**src/rtl/rcc_pkg.sv**
```systemverilog
package rcc_pkg;
   // register byte addresses
   localparam logic [7:0] ADDR_SECONDS = 8'h01;
   localparam logic [7:0] ADDR_CENTURY = 8'h03;
   localparam logic [7:0] ADDR_HOURS = 8'h04;
   localparam logic [7:0] ADDR_CONTROL = 8'h08;
   localparam logic [7:0] ADDR_WATCHDOG = 8'h09;
   localparam logic [7:0] ADDR_ALARM_MONTH = 8'h0a;
   localparam logic [7:0] ADDR_FLAGS = 8'h0f;
   localparam logic [7:0] ADDR_STATUS = 8'h20;
   // field positions
   localparam int CAL_MAG_LSB = 0;
   localparam int CAL_MAG_W = 5;
   localparam int CAL_SIGN_BIT = 5;
   localparam int FREQ_TEST_BIT = 6;
   localparam int OUT_LEVEL_BIT = 7;
   localparam int STOP_BIT = 7;
   localparam int CENT_EN_BIT = 7;
   localparam int CENT_FLAG_BIT = 6;
   localparam int DESEL_SEL_BIT = 7;
   localparam int HALT_BIT = 6;
   localparam int ALARM_EN_BIT = 7;
   localparam int BACKUP_ALARM_BIT = 6;
   localparam int SQW_EN_BIT = 6;
   localparam int WD_STEER_BIT = 7;
   localparam int BATT_WEAK_BIT = 4;
   // reset values
   localparam logic [7:0] CONTROL_INIT = 8'h80;
   localparam logic [7:0] ZERO_BYTE = 8'h00;
   // calibration sequencer figures (oscillator cycles)
   localparam int CAL_STAGE_DIV = 256;
   localparam int CAL_SHORTEN = 128;
   localparam int CAL_LENGTHEN = 256;
   localparam int CAL_CYCLE_MIN = 64;
   localparam int OSC_PER_SEC = 32768;
   localparam int SEC_PER_MIN = 60;
   localparam int TEST_HZ = 512;
   localparam int TEST_HALF = OSC_PER_SEC / (2 * TEST_HZ);
   // deselect figures
   localparam int CLK_MHZ = 100;
   localparam int DESEL_SLOW_MS = 96;
   localparam int DESEL_STOP_MS = 40;
   localparam int DESEL_FAST_US = 50;
   localparam int DESEL_SLOW_CYC = DESEL_SLOW_MS * 1000 * CLK_MHZ;
   localparam int DESEL_STOP_CYC = DESEL_STOP_MS * 1000 * CLK_MHZ;
   localparam int DESEL_FAST_CYC = DESEL_FAST_US * CLK_MHZ;
   localparam int BATT_CHECK_HOURS = 24;
   localparam int BATT_CHECK_SEC = BATT_CHECK_HOURS * 3600;
endpackage

```
**src/rtl/rcc_top.sv**
```systemverilog
`timescale 1ns/1ps
module rcc_top #(
   parameter int DESEL_SLOW = rcc_pkg::DESEL_SLOW_CYC,
   parameter int DESEL_STOP = rcc_pkg::DESEL_STOP_CYC,
   parameter int DESEL_FAST = rcc_pkg::DESEL_FAST_CYC,
   parameter int SEC_PER_CHECK = rcc_pkg::BATT_CHECK_SEC
) (
   input wire logic mclk,
   input wire logic rst_n,
   input wire logic [7:0] addr,
   input wire logic [7:0] wdata,
   input wire logic wr,
   input wire logic rd,
   output logic [7:0] rdata,
   input wire logic osc_tick,
   input wire logic power_up,
   input wire logic battery_retained,
   input wire logic power_down,
   input wire logic main_supply_ok,
   input wire logic battery_low_raw,
   input wire logic century_rollover,
   input wire logic minute_tick,
   input wire logic [5:0] minute_count,
   input wire logic irq_pending,
   input wire logic wd_timeout,
   output logic shared_irq_test_pin_o,
   output logic shared_irq_test_pin_oe,
   output logic deselected,
   output logic div256_tick,
   output logic second_tick
);
   ////////////////////////////////////////////////////////////////////
   // pin synchronisers
   logic [1:0] osc_s, pu_s, pd_s, ms_s, bl_s;
   logic osc_prev;
   logic osc_edge;

   always_ff @(posedge mclk) begin
      if (!rst_n) begin
         osc_s <= 2'h0;
         pu_s <= 2'h0;
         pd_s <= 2'h0;
         ms_s <= 2'h0;
         bl_s <= 2'h0;
      end else begin
         osc_s <= {osc_s[0], osc_tick};
         pu_s <= {pu_s[0], power_up};
         pd_s <= {pd_s[0], power_down};
         ms_s <= {ms_s[0], main_supply_ok};
         bl_s <= {bl_s[0], battery_low_raw};
      end
   end

   always_ff @(posedge mclk) begin
      if (!rst_n) begin
         osc_prev <= 1'b0;
      end else begin
         osc_prev <= osc_s[1];
      end
   end
   assign osc_edge = osc_s[1] & ~osc_prev;

   logic pu_prev, pd_prev;
   logic pu_edge, pd_edge;
   always_ff @(posedge mclk) begin
      if (!rst_n) begin
         pu_prev <= 1'b0;
         pd_prev <= 1'b0;
      end else begin
         pu_prev <= pu_s[1];
         pd_prev <= pd_s[1];
      end
   end
   assign pu_edge = pu_s[1] & ~pu_prev;
   assign pd_edge = pd_s[1] & ~pd_prev;

   ////////////////////////////////////////////////////////////////////
   // registers
   logic [7:0] control;
   logic [7:0] watchdog;
   logic stop_bit, halt_bit, desel_sel, alarm_en, backup_alarm, sqw_en;
   logic cent_en, cent_flag, batt_weak;
   logic desel_busy;
   logic wr_ok;

   assign wr_ok = wr & ~desel_busy;

   always_ff @(posedge mclk) begin
      if (!rst_n) begin
         control <= rcc_pkg::CONTROL_INIT;
      end else if (pu_edge) begin
         control[rcc_pkg::FREQ_TEST_BIT] <= 1'b0;
      end else if (pd_edge) begin
         control[rcc_pkg::FREQ_TEST_BIT] <= 1'b0;
      end else if (wr_ok && addr == rcc_pkg::ADDR_CONTROL) begin
         control <= wdata;
      end
   end

   always_ff @(posedge mclk) begin
      if (!rst_n || pu_edge) begin
         watchdog <= rcc_pkg::ZERO_BYTE;
      end else if (wr_ok && addr == rcc_pkg::ADDR_WATCHDOG) begin
         watchdog <= wdata;
      end
   end

   always_ff @(posedge mclk) begin
      if (!rst_n) begin
         stop_bit <= 1'b1;
         halt_bit <= 1'b1;
         desel_sel <= 1'b0;
         alarm_en <= 1'b0;
         backup_alarm <= 1'b0;
         sqw_en <= 1'b0;
      end else if (pu_edge) begin
         halt_bit <= 1'b1;
         alarm_en <= 1'b0;
         backup_alarm <= 1'b0;
         sqw_en <= 1'b0;
      end else if (wr_ok) begin
         if (addr == rcc_pkg::ADDR_SECONDS) begin
            stop_bit <= wdata[rcc_pkg::STOP_BIT];
         end
         if (addr == rcc_pkg::ADDR_HOURS) begin
            desel_sel <= wdata[rcc_pkg::DESEL_SEL_BIT];
         end
         if (addr == rcc_pkg::ADDR_ALARM_MONTH) begin
            alarm_en <= wdata[rcc_pkg::ALARM_EN_BIT];
            backup_alarm <= wdata[rcc_pkg::BACKUP_ALARM_BIT];
            sqw_en <= wdata[rcc_pkg::SQW_EN_BIT];
         end
         if (addr == rcc_pkg::ADDR_FLAGS) begin
            halt_bit <= wdata[rcc_pkg::HALT_BIT];
         end
      end
   end

   // century flag: rollover toggle wins over a write
   always_ff @(posedge mclk) begin
      if (!rst_n) begin
         cent_en <= 1'b0;
         cent_flag <= 1'b0;
      end else begin
         if (wr_ok && addr == rcc_pkg::ADDR_CENTURY) begin
            cent_en <= wdata[rcc_pkg::CENT_EN_BIT];
            cent_flag <= wdata[rcc_pkg::CENT_FLAG_BIT];
         end
         if (century_rollover && cent_en) begin
            cent_flag <= ~cent_flag;
         end
      end
   end

   ////////////////////////////////////////////////////////////////////
   // read port
   always_ff @(posedge mclk) begin
      if (!rst_n) begin
         rdata <= rcc_pkg::ZERO_BYTE;
      end else if (rd) begin
         unique case (addr)
            rcc_pkg::ADDR_CONTROL: rdata <= control;
            rcc_pkg::ADDR_WATCHDOG: rdata <= watchdog;
            rcc_pkg::ADDR_CENTURY: rdata <= {cent_en, cent_flag, 6'h00};
            rcc_pkg::ADDR_HOURS: rdata <= {desel_sel, 7'h00};
            rcc_pkg::ADDR_SECONDS: rdata <= {stop_bit, 7'h00};
            rcc_pkg::ADDR_ALARM_MONTH: begin
               rdata <= {alarm_en, backup_alarm, sqw_en, 5'h00};
            end
            rcc_pkg::ADDR_FLAGS: begin
               rdata <= {1'b0, halt_bit, 1'b0, batt_weak, 4'h0};
            end
            rcc_pkg::ADDR_STATUS: rdata <= {7'h00, desel_busy};
            default: rdata <= rcc_pkg::ZERO_BYTE;
         endcase
      end else begin
         rdata <= rcc_pkg::ZERO_BYTE;
      end
   end

   ////////////////////////////////////////////////////////////////////
   // deselect timer after power-up
   logic [31:0] desel_cnt;
   always_ff @(posedge mclk) begin
      if (!rst_n) begin
         desel_busy <= 1'b0;
         desel_cnt <= 32'h0;
      end else if (pu_edge) begin
         desel_busy <= 1'b1;
         if (desel_sel) begin
            desel_cnt <= 32'(DESEL_FAST);
         end else if (stop_bit) begin
            desel_cnt <= 32'(DESEL_STOP);
         end else begin
            desel_cnt <= 32'(DESEL_SLOW);
         end
      end else if (desel_busy) begin
         if (desel_cnt <= 32'h1) begin
            desel_busy <= 1'b0;
         end
         desel_cnt <= desel_cnt - 32'h1;
      end
   end

   always_ff @(posedge mclk) begin
      if (!rst_n) begin
         deselected <= 1'b0;
      end else begin
         // drops with the busy flag so both span the same count
         deselected <= pu_edge | (desel_busy & (desel_cnt > 32'h1));
      end
   end

   ////////////////////////////////////////////////////////////////////
   // calibrated divider chain
   localparam int PRE_W = 8;
   localparam int SEC_W = 8;
   localparam int MIN_W = 6;
   logic [PRE_W-1:0] pre_cnt;
   logic [SEC_W-1:0] stage_cnt;
   logic [MIN_W-1:0] sec_in_min;
   logic min_armed, corr_now, eligible;
   logic [4:0] cal_mag;
   logic cal_pos;

   assign cal_mag = control[rcc_pkg::CAL_MAG_LSB +: rcc_pkg::CAL_MAG_W];
   assign cal_pos = control[rcc_pkg::CAL_SIGN_BIT];
   assign eligible = {1'b0, minute_count} < {1'b0, cal_mag, 1'b0};

   // arm once at minute start, fire on first second
   always_ff @(posedge mclk) begin
      if (!rst_n) begin
         min_armed <= 1'b0;
      end else if (minute_tick) begin
         min_armed <= eligible;
      end else if (second_tick) begin
         min_armed <= 1'b0;
      end
   end
   assign corr_now = min_armed & (stage_cnt == 8'hff);

   // +256 by doubling one stage pulse, -128 by skipping half a stage
   logic [PRE_W-1:0] pre_top;
   always_comb begin
      pre_top = PRE_W'(rcc_pkg::CAL_STAGE_DIV - 1);
      if (corr_now && !cal_pos) begin
         pre_top = PRE_W'(rcc_pkg::CAL_STAGE_DIV - 1 - rcc_pkg::CAL_SHORTEN);
      end
   end

   logic extra_done;
   always_ff @(posedge mclk) begin
      if (!rst_n) begin
         pre_cnt <= 8'h00;
         stage_cnt <= 8'h00;
         div256_tick <= 1'b0;
         second_tick <= 1'b0;
         extra_done <= 1'b0;
      end else begin
         div256_tick <= 1'b0;
         second_tick <= 1'b0;
         if (osc_edge && !stop_bit) begin
            if (pre_cnt >= pre_top) begin
               pre_cnt <= 8'h00;
               div256_tick <= 1'b1;
               if (corr_now && cal_pos && !extra_done) begin
                  extra_done <= 1'b1; // stage repeated
               end else begin
                  extra_done <= 1'b0;
                  stage_cnt <= stage_cnt + 8'h01;
                  if (stage_cnt == 8'hff) begin
                     second_tick <= 1'b1;
                  end
               end
            end else begin
               pre_cnt <= pre_cnt + 8'h01;
            end
         end
      end
   end

   always_ff @(posedge mclk) begin
      if (!rst_n || minute_tick) begin
         sec_in_min <= 6'h00;
      end else if (second_tick) begin
         sec_in_min <= sec_in_min + 6'h01;
      end
   end

   ////////////////////////////////////////////////////////////////////
   // 512 Hz test source from raw oscillator, untouched by calibration
   logic [4:0] test_cnt;
   logic test_wave;
   always_ff @(posedge mclk) begin
      if (!rst_n) begin
         test_cnt <= 5'h00;
         test_wave <= 1'b0;
      end else if (osc_edge) begin
         if (test_cnt == 5'(rcc_pkg::TEST_HALF - 1)) begin
            test_cnt <= 5'h00;
            test_wave <= ~test_wave;
         end else begin
            test_cnt <= test_cnt + 5'h01;
         end
      end
   end

   ////////////////////////////////////////////////////////////////////
   // battery check
   logic [31:0] check_cnt;
   always_ff @(posedge mclk) begin
      if (!rst_n) begin
         batt_weak <= 1'b0;
         check_cnt <= 32'h0;
      end else if (ms_s[1]) begin
         if (pu_edge || check_cnt >= 32'(SEC_PER_CHECK - 1)) begin
            check_cnt <= 32'h0;
            batt_weak <= bl_s[1];
         end else if (second_tick) begin
            check_cnt <= check_cnt + 32'h1;
         end
      end
   end

   ////////////////////////////////////////////////////////////////////
   // shared pin select
   logic wd_to_pin, wd_active, test_on, next_low;
   assign wd_to_pin = ~watchdog[rcc_pkg::WD_STEER_BIT];
   assign wd_active = watchdog != rcc_pkg::ZERO_BYTE;
   assign test_on = !stop_bit && control[rcc_pkg::FREQ_TEST_BIT]
      && !alarm_en && (!wd_to_pin || !wd_active);

   always_comb begin
      if (irq_pending || (wd_timeout && wd_to_pin)) begin
         next_low = 1'b1;
      end else if (test_on) begin
         next_low = ~test_wave;
      end else if (!control[rcc_pkg::FREQ_TEST_BIT] && !alarm_en
                   && !wd_active) begin
         next_low = ~control[rcc_pkg::OUT_LEVEL_BIT];
      end else begin
         next_low = 1'b0;
      end
   end

   always_ff @(posedge mclk) begin
      if (!rst_n) begin
         shared_irq_test_pin_oe <= 1'b0;
         shared_irq_test_pin_o <= 1'b0;
      end else begin
         shared_irq_test_pin_oe <= next_low;
         shared_irq_test_pin_o <= 1'b0;
      end
   end

   ////////////////////////////////////////////////////////////////////
   // checks
   correction_once_a: assert property (@(posedge mclk) disable iff (!rst_n)
      (second_tick && !minute_tick) |=> !min_armed)
      else $error("correction armed past its second");
   no_cal_a: assert property (@(posedge mclk) disable iff (!rst_n)
      (cal_mag == 5'h00 && minute_tick) |=> !min_armed)
      else $error("correction armed with zero magnitude");
   write_block_a: assert property (@(posedge mclk) disable iff (!rst_n)
      (desel_busy && wr && addr == rcc_pkg::ADDR_CONTROL && !pu_edge
       && !pd_edge) |=> $stable(control))
      else $error("write accepted while deselected");
   ft_clear_a: assert property (@(posedge mclk) disable iff (!rst_n)
      pd_edge |=> !control[rcc_pkg::FREQ_TEST_BIT])
      else $error("test bit survived power-down");
   wd_prio_a: assert property (@(posedge mclk) disable iff (!rst_n)
      (wd_active && wd_to_pin) |-> !test_on)
      else $error("test output beat watchdog");
   irq_pin_a: assert property (@(posedge mclk) disable iff (!rst_n)
      irq_pending |=> shared_irq_test_pin_oe)
      else $error("pending interrupt not on pin");
   out_level_a: assert property (@(posedge mclk) disable iff (!rst_n)
      (!irq_pending && !wd_timeout && !wd_active && !alarm_en
       && control == 8'h00) |=> shared_irq_test_pin_oe)
      else $error("output bit low not driven");
   century_a: assert property (@(posedge mclk) disable iff (!rst_n)
      (century_rollover && cent_en && !wr) |=> cent_flag != $past(cent_flag))
      else $error("century flag missed rollover");
   batt_a: assert property (@(posedge mclk) disable iff (!rst_n)
      !ms_s[1] |=> $stable(batt_weak))
      else $error("battery checked without supply");
   desel_start_a: assert property (@(posedge mclk) disable iff (!rst_n)
      pu_edge |=> desel_busy ##1 deselected)
      else $error("deselect did not start");
endmodule // rcc_top
```
**config.mk**
```make
export PLATFORM = sky130hd
export DESIGN_NAME = rcc_top
export DESIGN_NICKNAME = d
export VERILOG_FILES = /design/src/rtl/rcc_pkg.sv /design/src/rtl/rcc_top.sv
export SDC_FILE = /design/constraint.sdc
export NUM_CORES = 1
export LEC_CHECK = 0
export BUFFER_PORTS_ARGS = -buffer_cell sky130_fd_sc_hd__buf_2
export CAP_MARGIN = 10
export CORE_UTILIZATION = 54
export DETAILED_ROUTE_END_ITERATION = 7
export GPL_ROUTABILITY_DRIVEN = 0
export PLACE_DENSITY = 0.86
export SKIP_LAST_GASP = 1
export SYNTH_ARGS = -nofsm -noshare
export SYNTH_HDL_FRONTEND = slang
export SYNTH_SLANG_ARGS = --single-unit
export TNS_END_PERCENT = 30
```
**constraint.sdc**
```tcl
create_clock -name mclk -period 2.1 [get_ports mclk]
set_clock_uncertainty 0.05 [all_clocks]
set_input_delay 0.315 -clock mclk [delete_from_list [all_inputs] [get_ports mclk]]
set_output_delay 0.315 -clock mclk [all_outputs]
set_load 0.005 [all_outputs]
```
==> results of run 1 <==
[registers in the layout, summed over array words and instances (netlist names), 2 cells and up]
| name | flops |
|---|---|
| control | 8 |
| pu_s | 2 |
| watchdog | 8 |
| test_cnt | 5 |
| pre_cnt | 8 |
| osc_s | 2 |
| ms_s | 2 |
| desel_cnt | 32 |
| stage_cnt | 8 |
| bl_s | 2 |
| rdata | 8 |
| check_cnt | 32 |
| pd_s | 2 |
[through the flow]
| stage | cells | utilization [%] | setup TNS, ps | setup WS [ps] |
|---|---|---|---|---|
| after floorplan | 711 | - | -1620 | -179 |
| after global placement | 950 | 64.7 | -6150 | -207 |
| after detailed placement | 950 | 64.7 | -8430 | -284 |
| after CTS | 986 | 71.2 | -3480 | -183 |
| after global routing | 989 | 72.7 | -9720 | -279 |
| final | 989 | 72.7 | -4410 | -251 |
[layer usage]
metal | wire [um] | track usage [%] | share of wire, % | vias up
li1 | - | - | - | 2824
met1 | 7230 | 34.9 | 37 | 2991
met2 | 9160 | 54.4 | 47 | 525
met3 | 1900 | 7.59 | 9.7 | 174
met4 | 1330 | 18.4 | 6.8 | 0
met5 | 0 | 0 | 0 | -
[critical path: stages, from the launching register on]
cell                        delay [ps]
sky130_fd_sc_hd__dfxtp_2           320
sky130_fd_sc_hd__or4_4             520
sky130_fd_sc_hd__or3_4             400
sky130_fd_sc_hd__nand3b_1          260
sky130_fd_sc_hd__nor3_2            210
sky130_fd_sc_hd__a311oi_1          150
sky130_fd_sc_hd__a2111oi_1         330
[cells by family after synthesis]
group                      count (synthesis)  synth area share, %
AOI/OAI and AO/OA                        130                 13.8
xor gates and xnor gates                  35                 4.97
adders and majority gates                 12                 2.44
buffers and inverters                     42                 2.76
DFF                                      137                 44.5
muxes                                     19                 3.11
other                                      1               0.0608
and+or+nand+nor                          335                 28.4
[how the worst max path moves through the flow]
stage / from / to / slack [ps]
floorplan: desel_cnt[5] / desel_cnt[21] / -180
global placement: desel_cnt[5] / desel_cnt[28] / -210
detailed placement: desel_cnt[5] / desel_cnt[28] / -280
CTS: stage_cnt[1] / stage_cnt[5] / -180
global route: desel_cnt[5] / desel_cnt[17] / -280
finish: desel_cnt[5] / desel_cnt[17] / -250
[power by group]
part / switching, mW / internal [mW] / total, mW
combinational: 0.506 / 0.368 / 0.874
clock: 1.12 / 2.03 / 3.15
sequential: 0.0741 / 2.67 / 2.74
total: 1.70 / 5.06 / 6.76
[final cells by class]
type                       count  area [um^2]  area share (%)
multi-input combinational    532         3450            43.3
sequential                   137         2750            34.4
timing repair buffer         136          940            11.8
clock buffer                  26          509            6.38
tap                          140          175            2.20
clock inverter                 5          108            1.35
inverter                      13         48.8           0.611
[synthesized netlist by cell type (all sizes together) (5+ instances only)]
library cell  instances  area (um^2)
and2                 17          106
nand2                56          210
inv                  12         45.0
a311oi                5         43.8
or4                   5         41.3
nand4                18          113
nor2b                11         68.8
a22oi                 5         37.5
nor2                 94          353
o21ai                23          115
xor2                 18          158
ha                   12          150
nand3                28          140
and3                 18          113
or3                  10         62.6
nor3                 29          155
and4                  7         61.3
xnor2                17          149
a31oi                 8         50.1
dfxtp               137         2740
nor4                 15          100
mux2i                18          180
a21oi                44          220
clkbuf               25         93.8
[timing repair]
action                                  CTS  global route
hold endpoints to repair                  0             0
setup buffers                             5             3
pin swaps                                10            14
endpoints found under the setup margin   62            72
gates cloned                              0             0
resized for setup                        15            29
==> load_flow_metrics.sql, run 1 <==
INSERT INTO impl_metrics (metric_group, metric, value, unit) VALUES
('detailed_routing', 'wire_per_inst', '19.8', 'um'),
('min_path', 'hold_path.class', 'in2reg', ''),
('sta', 'relSlewSlack', '44.5', '%'),
('power', 'powerDensity', '847', 'nW/um^2'),
('final_layout', 'final_net_count', '885', ''),
('synth', 'async_flop_share', '0', '%'),
('grt', 'track_usage', '31.4', '%'),
('clock_tree', 'hold_buffers', '0', ''),
('clock_tree', 'clk_pin_slew_worst_paths', '60', 'ps'),
('clock_tree', 'htree_depth', '4', ''),
('synth', 'yosys.cell_types.count', '70', ''),
('detailed_routing', 'final_antenna_net_count', '0', ''),
('clock_tree', 'cts_tree', 'done', ''),
('synth', 'synthesis.area_per_instance', '8.67', 'um^2'),
('setup_path', 'crit_required', '2360', 'ps'),
('floorplanning', 'start_util', '56.1', '%'),
('setup_path', 'worst-endpoint-arrival', '2610', 'ps'),
('sta', 'finalCritPeriodShare', '112', '%'),
('placement', 'dp_hpwl', '11100', 'um'),
('synth', 'synthesis.nets', '759', ''),
('final_layout', 'final_common_cell', 'sky130_fd_sc_hd__dfxtp_1', ''),
('sta', 'grt_setup_unrepaired', 'yes', ''),
('sta', 'achievable-frequency', '425', 'MHz'),
('synth', 'synth.ff_latch_count', '137', ''),
('synth', 'synth-edff-count', '0', ''),
('sta', 'layout_min_cycle_time', '2350', 'ps'),
('synth', 'synth_sequential_area_ratio', '44.5', '%'),
('final_layout', 'areaGrowthSynthToFinish', '29.4', '%'),
('clock_tree', 'clock-sinks', '137', ''),
('power', 'totalPowerFinal', '6.76', 'mW'),
('sta', 'setup_viol_count_final', '48', ''),
('synth', 'cell_count_after_synthesis', '711', ''),
('floorplanning', 'die_width', '109', 'um'),
('synth', 'syn-cell-area', '6160', 'um^2'),
('min_path', 'holdPathEnd', 'pu_s[0]', ''),
('grt', 'global_route_wire_length_before_repair', '28900', 'um'),
('sta', 'fin_worst_hold_slack', '42.2', 'ps'),
('detailed_routing', 'routed-via-count', '6514', ''),
('placement', 'placed_area', '7110', 'um^2'),
('detailed_routing', 'first_pass_iters', '7', ''),
('floorplanning', 'rows', '38', ''),
('floorplanning', 'die_h', '109', 'um'),
('sta', 'final.setup.worst_slack', '-251', 'ps'),
('final_layout', 'most_frequent_cells_in_the_layout', 'sky130_fd_sc_hd__dfxtp_1 (133), sky130_fd_sc_hd__nor2_1 (92), sky130_fd_sc_hd__buf_4 (85)', ''),
('synth', 'ys_dominant_reg_cell', 'sky130_fd_sc_hd__dfxtp_1', ''),
('final_layout', 'post_route_cells_drive_above_1_share', '24.7', '%'),
('sta', 'hold_violations', '0', ''),
('setup_path', 'cp_max_fo', '6', ''),
('detailed_routing', 'routed_wirelength', '19600', 'um'),
('floorplanning', 'io_pins', '49', ''),
('final_layout', 'design_area', '7980', 'um^2'),
('min_path', 'min_path_cells', '2', ''),
('placement', 'io_buffers', '45', ''),
('floorplanning', 'core_region_area', '11000', 'um^2'),
('sta', 'max_slew.worst_pin.slew', '825', 'ps'),
('clock_tree', 'cts-root-buf', 'sky130_fd_sc_hd__clkbuf_16', ''),
('floorplanning', 'area_of_the_die', '11800', 'um^2'),
('run_status', 'run_status', 'finished, violations left', ''),
('min_path', 'hold_path.startpoint', 'power_up', ''),
('synth', 'ys_warn_count', '0', ''),
('setup_path', 'crit-reg2reg-capture', 'desel_cnt[17]', ''),
('setup_path', 'timing_worst_setup_path_type', 'reg2reg', ''),
('clock_tree', 'cts_inserted_buffers', '17', ''),
('setup_path', 'crit_path_start_kind', 'flop', ''),
('power', 'power.leakage', '3.20', 'nW'),
('grt', 'antenna_violations_before_repair', '0', ''),
('grt', 'vias_in_the_first_global_route', '6203', ''),
('grt', 'global_route.overflow_total', '0', ''),
('grt', 'grt_max_degree', '36', ''),
('clock_tree', 'cts-root-to-sink-buffers', '2', ''),
('job', 'max_cap_violations', '0', ''),
('final_layout', 'layout.filler_cells', '626', ''),
('power', 'vdd_drop_max', '0.000757', 'V'),
('setup_path', 'r2r_slack', '-250', 'ps'),
('clock_tree', 'clk-insertion-delay-late', '430', 'ps'),
('final_layout', 'diodes', '0', ''),
('run_status', 'failed_checks', 'setup timing', ''),
('detailed_routing', 'detail_route.drc_violations', '0', ''),
('sta', 'final-max-slew-violation-count', '0', ''),
('setup_path', 'r2r.worst_path.cells', '6', ''),
('setup_path', 'worstReg2RegStart', 'desel_cnt[5]', ''),
('detailed_routing', 'drt-vias-per-instance', '6.59', ''),
('setup_path', 'worst_setup_path_end_kind', 'flop', ''),
('detailed_routing', 'detail_route.iter0.violations', '911', '');
(Power assumes the default switching activity.)
==> run 2: changes to the inputs <==
--- a/config.mk
+++ b/config.mk
@@ -5,12 +5,12 @@
 export SDC_FILE = /design/constraint.sdc
 export NUM_CORES = 1
 export LEC_CHECK = 0
-export BUFFER_PORTS_ARGS = -buffer_cell sky130_fd_sc_hd__buf_2
+export BUFFER_PORTS_ARGS = -buffer_cell sky130_fd_sc_hd__buf_4
 export CAP_MARGIN = 10
-export CORE_UTILIZATION = 54
+export CORE_UTILIZATION = 35
 export DETAILED_ROUTE_END_ITERATION = 7
 export GPL_ROUTABILITY_DRIVEN = 0
-export PLACE_DENSITY = 0.86
+export PLACE_DENSITY = 0.63
 export SKIP_LAST_GASP = 1
 export SYNTH_ARGS = -nofsm -noshare
 export SYNTH_HDL_FRONTEND = slang
==> run 2 against run 1 <==
Effect of this change: the flow still finishes with violations (setup timing); final cell count increased by 11%; sequential cell count did not move; critical endpoint is now desel_cnt[22]; clock power decreased by 14%; critical path depth grew 2; combinational power down 9.7%; clock-buffer cell count decreased by 4; routed wire length fell by 21%; utilization decreased by 25 points; sequential power about the same; non-clock buffer count grew 19.
==> load_flow_metrics.sql, run 2 (synthesis gave the netlist of run 1 again) <==
INSERT INTO impl_metrics (metric_group, metric, value, unit) VALUES
('power', 'powerDensity', '756', 'nW/um^2'),
('final_layout', 'fin_cells', '1094', ''),
('final_layout', 'biggestRegsByFlops', 'check_cnt x32, desel_cnt x32', ''),
('floorplanning', 'area_of_the_die', '18100', 'um^2'),
('run_status', 'run_status', 'finished, violations left', ''),
('sta', 'setup_viol_count_final', '32', ''),
('floorplanning', 'io_pins', '49', ''),
('setup_path', 'crit_path_start_kind', 'flop', ''),
('clock_tree', 'cts-root-to-sink-buffers', '2', ''),
('setup_path', 'worstSetupStartpoint', 'desel_cnt[5]', ''),
('final_layout', 'diodes', '0', ''),
('sta', 'final-max-slew-violation-count', '0', ''),
('grt', 'globalRouteMet2Util', '27.5', '%'),
('sta', 'relSlewSlack', '65.5', '%'),
('sta', 'layout_min_cycle_time', '2300', 'ps'),
('clock_tree', 'clock-sinks', '137', ''),
('sta', 'final.setup.worst_slack', '-196', 'ps'),
('min_path', 'hold_path.class', 'in2reg', ''),
('job', 'max_cap_violations', '0', ''),
('setup_path', 'worst-endpoint-arrival', '2550', 'ps'),
('clock_tree', 'htree_depth', '4', ''),
('final_layout', 'final_net_count', '904', ''),
('clock_tree', 'cts_tree', 'done', ''),
('sta', 'fin_setup_tns', '-2560', 'ps'),
('setup_path', 'worst_setup_path_end_kind', 'flop', ''),
('detailed_routing', 'detail_route.iter0.violations', '333', ''),
('clock_tree', 'clk-insertion-delay-late', '420', 'ps'),
('floorplanning', 'start_util', '35.8', '%'),
('clock_tree', 'cts-root-buf', 'sky130_fd_sc_hd__clkbuf_16', ''),
('sta', 'finalCritPeriodShare', '109', '%'),
('final_layout', 'most_frequent_cells_in_the_layout', 'sky130_fd_sc_hd__buf_4 (147), sky130_fd_sc_hd__dfxtp_1 (132), sky130_fd_sc_hd__nor2_1 (92)', ''),
('detailed_routing', 'final_antenna_net_count', '0', ''),
('grt', 'global_route.overflow_total', '0', ''),
('sta', 'max_slew.worst_pin.slew', '516', 'ps'),
('grt', 'grt.met3_usage', '3.45', '%'),
('final_layout', 'design_area', '8240', 'um^2'),
('placement', 'dp.cells', '1053', ''),
('grt', 'track_usage', '17.3', '%'),
('grt', 'grt_max_degree', '36', ''),
('final_layout', 'final_common_cell', 'sky130_fd_sc_hd__buf_4', ''),
('detailed_routing', 'first_pass_iters', '5', ''),
('setup_path', 'crit_path_cell_trace', 'or4_4, or3_4, buf_12, nor4b_4, buf_4, nand4b_1, xor2_1, nor2_1', ''),
('setup_path', 'critical_path.endpoint', 'desel_cnt[22]', ''),
('setup_path', 'timing.critical_path.slowest_stage_cell', 'sky130_fd_sc_hd__or4_4', ''),
('setup_path', 'timing_worst_setup_path_type', 'reg2reg', ''),
('clock_tree', 'cts_inserted_buffers', '17', ''),
('sta', 'grt_setup_unrepaired', 'yes', ''),
('setup_path', 'cp_max_fo', '4', ''),
('grt', 'vias_in_the_first_global_route', '5303', ''),
('grt', 'antenna_violations_before_repair', '0', ''),
('run_status', 'failed_checks', 'setup timing', ''),
('detailed_routing', 'routed-via-count', '5653', ''),
('detailed_routing', 'drt-vias-per-instance', '5.17', ''),
('grt', 'grtUsageMet1', '22.7', '%'),
('setup_path', 'crit_required', '2350', 'ps'),
('floorplanning', 'die_h', '135', 'um'),
('setup_path', 'crit-reg2reg-capture', 'desel_cnt[22]', ''),
('sta', 'fin_worst_hold_slack', '51.1', 'ps'),
('detailed_routing', 'detail_route.drc_violations', '0', ''),
('placement', 'dp_hpwl', '10700', 'um'),
('floorplanning', 'core_region_area', '17200', 'um^2'),
('final_layout', 'post_route_cells_drive_above_1_share', '26.1', '%'),
('detailed_routing', 'wire_per_inst', '14.1', 'um'),
('floorplanning', 'die_width', '135', 'um'),
('placement', 'io_buffers', '45', ''),
('detailed_routing', 'routed_wirelength', '15500', 'um'),
('sta', 'hold_violations', '0', ''),
('clock_tree', 'clk_pin_slew_worst_paths', '60', 'ps'),
('power', 'power.leakage', '3.28', 'nW'),
('clock_tree', 'hold_buffers', '0', ''),
('power', 'vdd_drop_max', '0.000524', 'V'),
('sta', 'achievable-frequency', '436', 'MHz'),
('setup_path', 'worstReg2RegStart', 'desel_cnt[5]', ''),
('setup_path', 'r2r.worst_path.cells', '8', ''),
('final_layout', 'areaGrowthSynthToFinish', '33.7', '%'),
('setup_path', 'worst_path_largest_cell_delay', '530', 'ps'),
('floorplanning', 'rows', '48', ''),
('grt', 'global_route.peak_usage_layer', 'met2', ''),
('placement', 'placed_area', '7450', 'um^2'),
('setup_path', 'r2r_slack', '-200', 'ps'),
('grt', 'global_route_wire_length_before_repair', '25100', 'um');
run 2: changes by cell type in the layout (fill, tap and decap cells not counted), sizes merged:
cell / change
buf: +19
bufinv: -3
clkbuf: -4
clkinv: +5
clkinvlp: +4
inv: -1
run 2: per-layer routing:
layer,routed length (um),up-vias
met1,7480,2624
met4,350,0
li1,-,2865
met3,649,30
met2,6990,134
met5,0,-
run 2: metrics by stage:
stage                     power (mW)  worst slack, ps  util [%]
after global routing            6.48             -260      47.8
after global placement          3.48             -221      43.2
final                           6.23             -196      47.8
after floorplan                 3.21             -179         -
after detailed placement        3.49             -236      43.2
after CTS                       6.24             -134      46.7
run 2: cell type report:
class / instances / area [um^2]
clock inverters: 10 / 71.3
repair buffers: 155 / 1200
fillers: 1624 / 9000
flip-flops and latches: 137 / 2750
inverters: 13 / 48.8
well taps: 225 / 282
multi-input cells: 532 / 3410
clock buffers: 22 / 474
run 2: worst min path at each step:
stage                          from       end  slack [ps]  cells after the start
floorplan                   bl_s[0]   bl_s[1]         360                      1
global placement            ms_s[0]   ms_s[1]         360                      1
detailed placement          bl_s[0]   bl_s[1]         370                      1
CTS                 battery_low_raw   bl_s[0]          40                      2
global route               osc_tick  osc_s[0]          50                      2
finish              battery_low_raw   bl_s[0]          50                      2
run 2: critical path, delay by kind of cell (launching register included):
| kind | cells | cell delay (ps) |
|---|---|---|
| flops | 1 | 310 |
| xor+xnor | 1 | 150 |
| buf+inv | 2 | 320 |
| simple gates | 5 | 1360 |
run 2: power breakdown:
group / internal (mW) / total [mW] / switching (mW)
combinational: 0.384 / 0.789 / 0.405
sequential: 2.67 / 2.73 / 0.0616
clock: 1.60 / 2.71 / 1.11
total: 4.65 / 6.23 / 1.58
run 2: what timing repair did:
| item | CTS | global route |
|---|---|---|
| endpoints found under the setup margin | 56 | 67 |
| pin swaps | 2 | 15 |
| gates cloned | 1 | 0 |
| buffers inserted | 2 | 6 |
| resized for setup | 6 | 36 |
